--- config.mk ---
export PLATFORM = sky130hd
export DESIGN_NAME = twhs_top
export DESIGN_NICKNAME = d
export VERILOG_FILES = /design/src/rtl/twhs_pkg.sv /design/src/rtl/twhs_sync.sv /design/src/rtl/twhs_top.sv
export SDC_FILE = /design/constraint.sdc
export NUM_CORES = 1
export LEC_CHECK = 0
export BUFFER_PORTS_ARGS = -buffer_cell sky130_fd_sc_hd__buf_4
export CORE_AREA = 2 2 95 97
export DETAILED_ROUTE_END_ITERATION = 6
export DIE_AREA = 0 0 97 99
export PLACE_DENSITY = 0.78
export SYNTH_ARGS = -nofsm -noshare
export SYNTH_HDL_FRONTEND = slang
export SYNTH_SLANG_ARGS = --single-unit
--- constraint.sdc ---
create_clock -name clk -period 3 [get_ports clk]
set_input_delay 0.6 -clock clk [delete_from_list [all_inputs] [get_ports clk]]
set_output_delay 0.6 -clock clk [all_outputs]
set_load 0.005 [all_outputs]
--- src/rtl/twhs_pkg.sv ---
// Overview of operation
// - Interrupt line is high while done flag, local enable and global enable are set.
// - Every finished bus step except a stop condition sets the done flag.
// - Writing one to the done bit of the control register clears the flag.
// - No bus step starts while the flag is set; it starts once cleared.
// - Serial clock is held low while the done flag is set.
// - After the start condition the flag sets and status reports start sent.
// - One data register carries address and data; software loads it first.
// - After the address byte the flag sets; status shows slave acknowledge.
// - After a data byte the flag sets; status shows slave acknowledge.
// - No done flag is raised once a stop condition has been sent.
// - A clearing control write carries out the operation its bits request.
// - Status takes the event code one cycle after the flag rises.
// - Without the flag, status shows the no-information code.
// - Lost arbitration and illegal start or stop on the bus set the flag.
package twhs_pkg;

  localparam int unsigned CLK_MHZ = 100;
  localparam int unsigned SCL_HALF_NS = 40;
  localparam int unsigned SCL_HALF_CYC = (SCL_HALF_NS * CLK_MHZ + 999) / 1000;

  localparam int unsigned DATA_W = 8;
  localparam logic [3:0] ACK_BIT = 4'h8;

  localparam logic [7:0] ADR_CTRL = 8'h00;
  localparam logic [7:0] ADR_STAT = 8'h04;
  localparam logic [7:0] ADR_DATA = 8'h08;

  localparam int unsigned CTRL_DONE = 7;
  localparam int unsigned CTRL_STA = 5;
  localparam int unsigned CTRL_STO = 4;
  localparam int unsigned CTRL_EN = 2;
  localparam int unsigned CTRL_IE = 0;

  localparam logic [7:0] STAT_MASK = 8'hF8;
  localparam logic [7:0] ST_START = 8'h08;
  localparam logic [7:0] ST_RSTART = 8'h10;
  localparam logic [7:0] ST_ADR_ACK = 8'h18;
  localparam logic [7:0] ST_ADR_NACK = 8'h20;
  localparam logic [7:0] ST_DAT_ACK = 8'h28;
  localparam logic [7:0] ST_DAT_NACK = 8'h30;
  localparam logic [7:0] ST_ARB_LOST = 8'h38;
  localparam logic [7:0] ST_NO_INFO = 8'hF8;
  localparam logic [7:0] ST_BUS_ERR = 8'h00;

  localparam logic [31:0] RD_ZERO = 32'h0000_0000;

  typedef enum logic [3:0] {
    ST_IDLE = 4'h0,
    ST_HOLD = 4'h1,
    ST_STA1 = 4'h2,
    ST_STA2 = 4'h3,
    ST_STA3 = 4'h4,
    ST_LOW = 4'h5,
    ST_HIGH = 4'h6,
    ST_STP1 = 4'h7,
    ST_STP2 = 4'h8,
    ST_STP3 = 4'h9
  } twhs_state_e;

  typedef struct packed {
    logic sta;
    logic sto;
    logic en;
    logic ie;
  } twhs_ctrl_s;

endpackage

--- src/rtl/twhs_sync.sv ---
`timescale 1ns/1ps
module twhs_sync #(
  parameter int unsigned W = 2
) (
  input wire logic clk,
  input wire logic arst_n,
  input wire logic [W-1:0] din,
  output logic [W-1:0] dout
);

  logic [W-1:0] meta_q;
  logic [W-1:0] sync_q;

  // Two stages per bit; only the second stage is read
  for (genvar i = 0; i < W; i++) begin : g_bit
    always_ff @(posedge clk or negedge arst_n) begin
      if (!arst_n) begin
        meta_q[i] <= 1'b1;
        sync_q[i] <= 1'b1;
      end else begin
        meta_q[i] <= din[i];
        sync_q[i] <= meta_q[i];
      end
    end
  end

  assign dout = sync_q;

endmodule

--- src/rtl/twhs_top.sv ---
`timescale 1ns/1ps
module twhs_top #(
  parameter int unsigned HALF_CYC = twhs_pkg::SCL_HALF_CYC
) (
  input wire logic clk,
  input wire logic arst_n,
  input wire logic wb_cyc,
  input wire logic wb_stb,
  input wire logic wb_we,
  input wire logic [7:0] wb_adr,
  input wire logic [3:0] wb_sel,
  input wire logic [31:0] wb_dat_w,
  output logic [31:0] wb_dat_r,
  output logic wb_ack,
  input wire logic cpu_irq_en,
  output logic irq,
  input wire logic scl_i,
  output logic scl_o,
  output logic scl_oe,
  input wire logic sda_i,
  output logic sda_o,
  output logic sda_oe
);

  logic [1:0] pins_s;
  logic scl_s;
  logic sda_s;
  logic sda_p_q;
  logic ack_q;
  logic [31:0] rdat_q;
  logic acc;
  logic wr_ctrl;
  logic wr_data;
  logic go;
  logic go_q;
  twhs_pkg::twhs_ctrl_s ctrl_q;
  logic [7:0] data_q;
  logic done_q;
  logic [7:0] code_q;
  logic [7:0] stat_q;
  logic irq_q;
  logic scl_oe_q;
  logic sda_oe_q;
  logic pin_lo_q;
  twhs_pkg::twhs_state_e state_q;
  logic [15:0] cnt_q;
  logic tick;
  logic [3:0] bit_q;
  logic [7:0] shr_q;
  logic addr_q;
  logic rst_q;
  logic berr;
  logic e_arb;
  logic e_start;
  logic e_byte;
  logic evt;
  logic [7:0] evt_code;
  logic scl_lo;
  logic sda_lo;
  logic [7:0] ctrl_rd;

  twhs_sync #(
    .W(2)
  ) u_sync (
    .clk(clk),
    .arst_n(arst_n),
    .din({scl_i, sda_i}),
    .dout(pins_s)
  );

  assign scl_s = pins_s[1];
  assign sda_s = pins_s[0];

  always_ff @(posedge clk or negedge arst_n) begin
    if (!arst_n) begin
      sda_p_q <= 1'b1;
    end else begin
      sda_p_q <= sda_s;
    end
  end

  // Wishbone classic slave, one wait state, ack for one cycle
  assign acc = wb_cyc && wb_stb && !ack_q;
  assign wr_ctrl = acc && wb_we && wb_sel[0] && wb_adr == twhs_pkg::ADR_CTRL;
  assign wr_data = acc && wb_we && wb_sel[0] && wb_adr == twhs_pkg::ADR_DATA;

  always_ff @(posedge clk or negedge arst_n) begin
    if (!arst_n) begin
      ack_q <= 1'b0;
    end else begin
      ack_q <= acc;
    end
  end

  always_comb begin
    ctrl_rd = 8'h00;
    ctrl_rd[twhs_pkg::CTRL_DONE] = done_q;
    ctrl_rd[twhs_pkg::CTRL_STA] = ctrl_q.sta;
    ctrl_rd[twhs_pkg::CTRL_STO] = ctrl_q.sto;
    ctrl_rd[twhs_pkg::CTRL_EN] = ctrl_q.en;
    ctrl_rd[twhs_pkg::CTRL_IE] = ctrl_q.ie;
  end

  always_ff @(posedge clk or negedge arst_n) begin
    if (!arst_n) begin
      rdat_q <= twhs_pkg::RD_ZERO;
    end else if (acc && !wb_we) begin
      case (wb_adr)
        twhs_pkg::ADR_CTRL: rdat_q <= {24'h00_0000, ctrl_rd};
        twhs_pkg::ADR_STAT: rdat_q <= {24'h00_0000, stat_q};
        twhs_pkg::ADR_DATA: rdat_q <= {24'h00_0000, data_q};
        default: rdat_q <= twhs_pkg::RD_ZERO;
      endcase
    end
  end

  // Control bits; stop request drops when the stop has been sent
  always_ff @(posedge clk or negedge arst_n) begin
    if (!arst_n) begin
      ctrl_q <= '0;
    end else if (wr_ctrl) begin
      ctrl_q.sta <= wb_dat_w[twhs_pkg::CTRL_STA];
      ctrl_q.sto <= wb_dat_w[twhs_pkg::CTRL_STO];
      ctrl_q.en <= wb_dat_w[twhs_pkg::CTRL_EN];
      ctrl_q.ie <= wb_dat_w[twhs_pkg::CTRL_IE];
    end else if (state_q == twhs_pkg::ST_STP3 && tick) begin
      ctrl_q.sto <= 1'b0;
    end
  end

  // Address and data share one register
  always_ff @(posedge clk or negedge arst_n) begin
    if (!arst_n) begin
      data_q <= 8'h00;
    end else if (wr_data) begin
      data_q <= wb_dat_w[7:0];
    end
  end

  // A clearing write launches the step one cycle later
  assign go = wr_ctrl && wb_dat_w[twhs_pkg::CTRL_DONE] && !evt;

  always_ff @(posedge clk or negedge arst_n) begin
    if (!arst_n) begin
      go_q <= 1'b0;
    end else begin
      go_q <= go;
    end
  end

  // Half period timer; high phase waits while a slave stretches the clock
  assign tick = cnt_q == 16'(HALF_CYC - 1);

  always_ff @(posedge clk or negedge arst_n) begin
    if (!arst_n) begin
      cnt_q <= 16'h0000;
    end else if (tick || state_q == twhs_pkg::ST_IDLE ||
                 state_q == twhs_pkg::ST_HOLD ||
                 (state_q == twhs_pkg::ST_HIGH && !scl_s)) begin
      cnt_q <= 16'h0000;
    end else begin
      cnt_q <= cnt_q + 16'h0001;
    end
  end

  // Bus events
  assign berr = state_q == twhs_pkg::ST_HIGH && scl_s &&
                sda_s != sda_p_q;
  assign e_arb = state_q == twhs_pkg::ST_HIGH && tick && !berr &&
                 bit_q != twhs_pkg::ACK_BIT && shr_q[7] && !sda_s;
  assign e_start = state_q == twhs_pkg::ST_STA3 && tick;
  assign e_byte = state_q == twhs_pkg::ST_HIGH && tick && !berr &&
                  bit_q == twhs_pkg::ACK_BIT;
  assign evt = berr || e_arb || e_start || e_byte;

  always_comb begin
    evt_code = twhs_pkg::ST_NO_INFO;
    if (berr) begin
      evt_code = twhs_pkg::ST_BUS_ERR;
    end else if (e_arb) begin
      evt_code = twhs_pkg::ST_ARB_LOST;
    end else if (e_start) begin
      evt_code = rst_q ? twhs_pkg::ST_RSTART : twhs_pkg::ST_START;
    end else if (e_byte && addr_q) begin
      evt_code = sda_s ? twhs_pkg::ST_ADR_NACK : twhs_pkg::ST_ADR_ACK;
    end else if (e_byte) begin
      evt_code = sda_s ? twhs_pkg::ST_DAT_NACK : twhs_pkg::ST_DAT_ACK;
    end
  end

  // Done flag: hardware sets, a one written clears, the set wins
  always_ff @(posedge clk or negedge arst_n) begin
    if (!arst_n) begin
      done_q <= 1'b0;
    end else if (evt) begin
      done_q <= 1'b1;
    end else if (wr_ctrl && wb_dat_w[twhs_pkg::CTRL_DONE]) begin
      done_q <= 1'b0;
    end
  end

  always_ff @(posedge clk or negedge arst_n) begin
    if (!arst_n) begin
      code_q <= twhs_pkg::ST_NO_INFO;
    end else if (evt) begin
      code_q <= evt_code;
    end
  end

  // Status lags the flag by one cycle
  always_ff @(posedge clk or negedge arst_n) begin
    if (!arst_n) begin
      stat_q <= twhs_pkg::ST_NO_INFO;
    end else if (done_q) begin
      stat_q <= code_q;
    end else begin
      stat_q <= twhs_pkg::ST_NO_INFO;
    end
  end

  always_ff @(posedge clk or negedge arst_n) begin
    if (!arst_n) begin
      irq_q <= 1'b0;
    end else begin
      irq_q <= done_q && ctrl_q.ie && cpu_irq_en;
    end
  end

  // Bit engine
  always_ff @(posedge clk or negedge arst_n) begin
    if (!arst_n) begin
      state_q <= twhs_pkg::ST_IDLE;
      bit_q <= 4'h0;
      shr_q <= 8'h00;
      addr_q <= 1'b0;
      rst_q <= 1'b0;
    end else if (!ctrl_q.en) begin
      state_q <= twhs_pkg::ST_IDLE;
    end else begin
      case (state_q)
        twhs_pkg::ST_IDLE: begin
          if (go_q && ctrl_q.sta) begin
            state_q <= twhs_pkg::ST_STA1;
            rst_q <= 1'b0;
          end
        end
        twhs_pkg::ST_HOLD: begin
          if (go_q && ctrl_q.sta) begin
            state_q <= twhs_pkg::ST_STA1;
            rst_q <= 1'b1;
          end else if (go_q && ctrl_q.sto) begin
            state_q <= twhs_pkg::ST_STP1;
          end else if (go_q) begin
            state_q <= twhs_pkg::ST_LOW;
            shr_q <= data_q;
            bit_q <= 4'h0;
          end
        end
        twhs_pkg::ST_STA1: begin
          if (tick) begin
            state_q <= twhs_pkg::ST_STA2;
          end
        end
        twhs_pkg::ST_STA2: begin
          if (tick) begin
            state_q <= twhs_pkg::ST_STA3;
          end
        end
        twhs_pkg::ST_STA3: begin
          if (tick) begin
            state_q <= twhs_pkg::ST_HOLD;
            addr_q <= 1'b1;
          end
        end
        twhs_pkg::ST_LOW: begin
          if (tick) begin
            state_q <= twhs_pkg::ST_HIGH;
          end
        end
        twhs_pkg::ST_HIGH: begin
          if (berr || e_arb) begin
            state_q <= twhs_pkg::ST_IDLE;
          end else if (e_byte) begin
            state_q <= twhs_pkg::ST_HOLD;
            addr_q <= 1'b0;
          end else if (tick) begin
            state_q <= twhs_pkg::ST_LOW;
            shr_q <= {shr_q[6:0], 1'b0};
            bit_q <= bit_q + 4'h1;
          end
        end
        twhs_pkg::ST_STP1: begin
          if (tick) begin
            state_q <= twhs_pkg::ST_STP2;
          end
        end
        twhs_pkg::ST_STP2: begin
          if (tick) begin
            state_q <= twhs_pkg::ST_STP3;
          end
        end
        twhs_pkg::ST_STP3: begin
          if (tick) begin
            state_q <= twhs_pkg::ST_IDLE;
          end
        end
        default: state_q <= twhs_pkg::ST_IDLE;
      endcase
    end
  end

  // Open-drain drive; clock stays low while the flag is up
  assign scl_lo = done_q || state_q == twhs_pkg::ST_HOLD ||
                  state_q == twhs_pkg::ST_STA3 ||
                  state_q == twhs_pkg::ST_LOW ||
                  state_q == twhs_pkg::ST_STP1;
  assign sda_lo = state_q == twhs_pkg::ST_STA2 ||
                  state_q == twhs_pkg::ST_STA3 ||
                  state_q == twhs_pkg::ST_STP1 ||
                  state_q == twhs_pkg::ST_STP2 ||
                  (state_q == twhs_pkg::ST_HOLD && addr_q) ||
                  ((state_q == twhs_pkg::ST_LOW ||
                    state_q == twhs_pkg::ST_HIGH) &&
                   bit_q != twhs_pkg::ACK_BIT && !shr_q[7]);

  always_ff @(posedge clk or negedge arst_n) begin
    if (!arst_n) begin
      scl_oe_q <= 1'b0;
      sda_oe_q <= 1'b0;
      pin_lo_q <= 1'b0;
    end else begin
      scl_oe_q <= scl_lo;
      sda_oe_q <= sda_lo;
      pin_lo_q <= 1'b0;
    end
  end

  assign wb_ack = ack_q;
  assign wb_dat_r = rdat_q;
  assign irq = irq_q;
  assign scl_oe = scl_oe_q;
  assign sda_oe = sda_oe_q;
  assign scl_o = pin_lo_q;
  assign sda_o = pin_lo_q;
endmodule

# Yosys cells after proc, flatten, opt, wreduce, memory -nomap -nowiden
# Cells that the tools add are included.
# word_totals
word_cells,176
reg_bits,105
inputBits,52
out_inout_bits,38
# classes
mux,52
n_addsub,2
eq_ne,35
reduce_logical,62
# ops
op,n
$mux W8,12
$mux W4,21
$pmux W4 S10,1
$logic_and A1 B1 Y1,28
$pmux W8 S3,1
$ne A3 B3 Y1 const B,7
$ne A2 B2 Y1 const B,9
$add A16 B1 Y16 const B,1
$eq A16 B2 Y1 const B,1
$eq A4 B3 Y1 const B,4
$logic_or A1 B1 Y1,16
$mux W16,1
$pmux W8 S2,1
$eq A4 B4 Y1 const B,3
$mux W5,2
$ne A5 B5 Y1 const B,2
$reduce_and A10 Y1,1
$reduce_bool A2 Y1,5
$mux W1,9
$eq A4 B2 Y1 const B,2
$eq A8 B3 Y1 const B,1
$eq A8 B4 Y1 const B,1
$logic_not A8 Y1,1
$pmux W4 S2,1
13 further kinds,20

# Logic depth before layout (Yosys ltp)
# logic_depth
ltp_word,13
mapped_depth,8
depth_no_buf,7

# Hierarchy
# Synthesis repeated with hierarchy kept, for this count alone.
# unflattened
hier_cells,386
area_unflattened_um2,3839.9
# modules_own_cells
module,seq_area_each_um2,instances,cells_per_inst,area_per_inst_um2
twhs_top,1737.9,1,382,3734.8
twhs_sync,105.1,1,4,105.1

# Worst setup path before layout
# OpenSTA, ideal clock, no wires.
# synth_timing
path_type,in2reg
from,in wb_adr[7]
to,reg data_q[0]
path_buffers,1
path_slack_ns,0.943
setup_time_ns,0.125
arrival_ns,1.932
cell_stages,5
path_cell_list,nor4_1 > nand2_1 > or4b_1 > buf_6 > mux2_4
# synth_between
elab_chain_cells,2
# synth_rtl
item,line_no,text
start: declaration,twhs_top.sv:10,"input wire logic [7:0] wb_adr,"
$eq A8 B4 Y1,twhs_top.sv:85,assign wr_data = acc && wb_we && wb_sel[0] && wb_adr == twhs_pkg::ADR_DATA;
$logic_and A1 B1 Y1,twhs_top.sv:85,
end signal: assignment,twhs_top.sv:136,data_q <= wb_dat_w[7:0];
end: declaration,twhs_top.sv:37,logic [7:0] data_q;
# Every way passes these cells.
# A chain may end at the register's enable or synchronous reset.

# Worst setup path in the final report
# layout_timing
from,reg cnt_q[0]
to,reg bit_q[0]
# layout_between
elab_chain_cells,9
elab_cells_between_ends,12
# layout_rtl
item,line_no,text
start: declaration,twhs_top.sv:46,logic [15:0] cnt_q;
start signal: assignment,twhs_top.sv:162,cnt_q <= cnt_q + 16'h0001;
$eq A16 B2 Y1 (*),twhs_top.sv:152,assign tick = cnt_q == 16'(HALF_CYC - 1);
$logic_and A1 B1 Y1 (2 in series),"twhs_top.sv:169, twhs_top.sv:172",
$logic_and A1 B1 Y1,twhs_top.sv:169,assign e_arb = state_q == twhs_pkg::ST_HIGH && tick && !berr &&
$logic_and A1 B1 Y1 (2 in series),twhs_top.sv:170,bit_q != twhs_pkg::ACK_BIT && shr_q[7] && !sda_s;
$logic_or A1 B1 Y1,twhs_top.sv:281,if (berr || e_arb) begin
$ne A2 B2 Y1 (no source line),--,
$reduce_and A8 Y1 (no source line) (*),--,
end signal: assignment,twhs_top.sv:289,bit_q <= bit_q + 4'h1;
end: declaration,twhs_top.sv:48,logic [3:0] bit_q;
# Mark *: on every way between the ends. The rest lies on a longest branch, timed or not.

==> flow_summary.yaml <==
status:
  status: "completed"
placed_design:
  dp_hpwl_mm: 5.35
  placed_area_um2: 4050
  gp_congestion: 0.878
  io_buffers: 36
critical_path:
  worstPathRequired_ns: 3.23
  cp_max_fo: 16
  cp-end-kind: "flip-flop"
  worst_ep_arrival_time_ns: 2.57
  path_class: "reg -> reg"
  r2r_cells: 6
  cp-start-kind: "flip-flop"
sta:
  fin_crit_ns: 2.34
  timing.setup.tns_ns: 0
  fin_crit_sh_pct: 77.9
  hold_viol: 0
  maxSlewViolCount: 0
  finalSetupViolations: 0
  worst_pin_slew_ns: 0.895
  relSlewSlack_pct: 40.3
  clock-skew-final_ns: 0.0117
  timing.fmax_mhz: 428
  rsz0062_at_grt: "no"
layout:
  synthToLayoutAreaGrowth_pct: 11.7
  drive_gt1_share_pct: 21.8
  seqCellArea_um2: 1840
  nFillCells: 780
  nets: 463
  final_area_um2: 4250
  multi_input_area_um2: 1740
  n_antenna_cell: 0
global_routing:
  top_usage_layer: "met2"
  antenna_found_initial: 0
  grt_pass1_vias: 2681
  use_met2_pct: 27.9
  overflow: 0
  grt_max_degree: 74
  use_met3_pct: 3.83
  grtUsageMet1_pct: 20.1
  grt_pass1_wl_mm: 12.7
  track_usage_pct: 16.0
yosys:
  ys_warn_count: 0
  synth_area_leader_cell: "dfrtp_1"
  synthCells: 374
  synthXorXnorAreaFrac_pct: 3.91
  synth_edf_count: 0
  synth_common_cells: "dfrtp_1 (60), nor2_1 (42), buf_4 (26), nand2_1 (25), a21oi_1 (21)"
  ys_seq_elements: 73
  synth_area_leaders: "dfrtp_1 (39%), dfstp_2 (9.0%), buf_4 (5.1%)"
  synth_simple_gate_area_share_pct: 19.1
  async_reset_ff_share_pct: 100
  ys_seq_area_share_pct: 48.4
  synth_top_family_by_area: "simple AND/OR/NAND/NOR gates"
  yosysUniqueCellTypes: 54
  muxShareOfSynthArea_pct: 7.46
  synth_fa_ha_area_share_pct: 1.25
  synth_area_um2: 3810
  dominantRegCellSynth: "dfrtp_1"
  synth_most_common_cell: "dfrtp_1"
  synth-compound-area-share_pct: 11.5
  yosys.area.top_type_share_pct: 39.4
  synth_area_per_cell_um2: 10.2
min_path:
  whs_path_depth: 0
  hold_path.class: "reg -> reg"
drt:
  vias: 2740
  drt_first_pass_iters: 5
  wl_per_cell_um: 14.2
  viasPerCell: 5.26
  routed_wl_mm: 7.39
  dr.first_iter.drc_count: 164
  antenna_left: 0
  route.detailed.drc: 0
cts:
  ctsHoldBuffers: 0
  clock_latency_ns: 0.34
  cts_tree: "done"
  cts_made_buffers: 9
  cts.sinks: 73
  cts_setup_buffers: 0
  cts_buffer_depth: 2
  cts-root-buf: "clkbuf_8"
  cts_resized: 0
  clkSlewWorstSetupHoldPaths_ns: 0.08
  htreeDepth: 3
floorplanning:
  dieArea_um2: 9600
  start_util_pct: 44.5
  die-width_um: 97
  io-pin-count: 90
  core_um2: 8550
  die_y_um: 99
  core.rowCount: 34
power_and_ir_drop:
  power_density_nw_per_um2: 432
  ir_worst_vdd_mv: 0.255
  power.leakage_nw: 1.93
job:
  max-cap-violations: 0
power breakdown:
| part | switching (W) | internal (W) |
|---|---|---|
| clock | 0.000376 | 0.000391 |
| sequential | 0.00000558 | 0.000993 |
| combinational | 0.0000433 | 0.0000290 |
stage by stage:
stage	std cells	util [%]	hold slack, ns	total power [W]	setup WS, ns
finish	521	49.8	0.359	0.00184	0.662
global route	521	49.8	0.338	0.00192	0.450
CTS	521	49.8	0.345	0.00187	0.631
detailed placement	505	47.4	0.350	0.00109	0.548
global placement	505	47.4	0.347	0.00109	0.549
floorplan	399	-	0.304	0.00106	0.943
critical path, stage by stage (launching register included):
cell     delay, ns
dfrtp_1       0.42
ha_1          0.27
nor4b_4       0.25
nand4_2       0.29
o31ai_4       0.72
nor2_1        0.09
a21o_1        0.18
final timing paths:
path	from	to	slack [ns]
max in group asynchronous	arst_n	bit_q[0]	2.03
min in group asynchronous	arst_n	shr_q[5]	0.38
max	cnt_q[0]	bit_q[0]	0.66
min	u_sync.meta_q[0]	u_sync.dout[0]	0.36
min reg2reg	u_sync.meta_q[0]	u_sync.dout[0]	0.36
max reg2reg	cnt_q[0]	bit_q[0]	0.66
layout make-up:
cell class                      count  share of cell area, %
Sequential cell                    73                   43.3
Multi-Input combinational cell    273                   40.9
Timing Repair Buffer               38                   6.71
Tap cell                          108                   3.18
Clock buffer                        9                   2.91
Clock inverter                      7                   1.82
Inverter                           13                   1.15
layer usage:
layer  wire length (µm)  share of wire, %
met1               3250                44
met3                355               4.8
met4                 60              0.81
met2               3720                50
met5                  0                 0
registers in the layout (all words and copies together) (netlist names), 4 cells and up:
signal	count
wb_dat_r	8
cnt_q	16
stat_q	4
shr_q	8
ctrl_q	4
bit_q	4
state_q	4
code_q	4
data_q	8
kinds of logic (layout without fill, tap and decap cells):
| logic type | count (synthesis) | in the layout |
|---|---|---|
| XOR/XNOR | 17 | 17 |
| adder cells (fa/ha/maj) | 4 | 4 |
| other | 1 | 26 |
| AO/OA/AOI/OAI | 68 | 68 |
| buffers and inverters | 53 | 67 |
| AND/OR/NAND/NOR | 134 | 134 |
| flip-flops | 73 | 73 |
| multiplexers | 24 | 24 |
placed cells by master, fill, tap and decap left out, drive strengths merged, types with 15 or more instances in the layout:
cell type / netlist / final
inv: 13 / 15
nand2: 25 / 25
conb: 1 / 26
o21ai: 20 / 20
nor2: 42 / 42
dfrtp: 60 / 60
buf: 33 / 38
a21oi: 23 / 23
(Power assumes the default switching activity.)
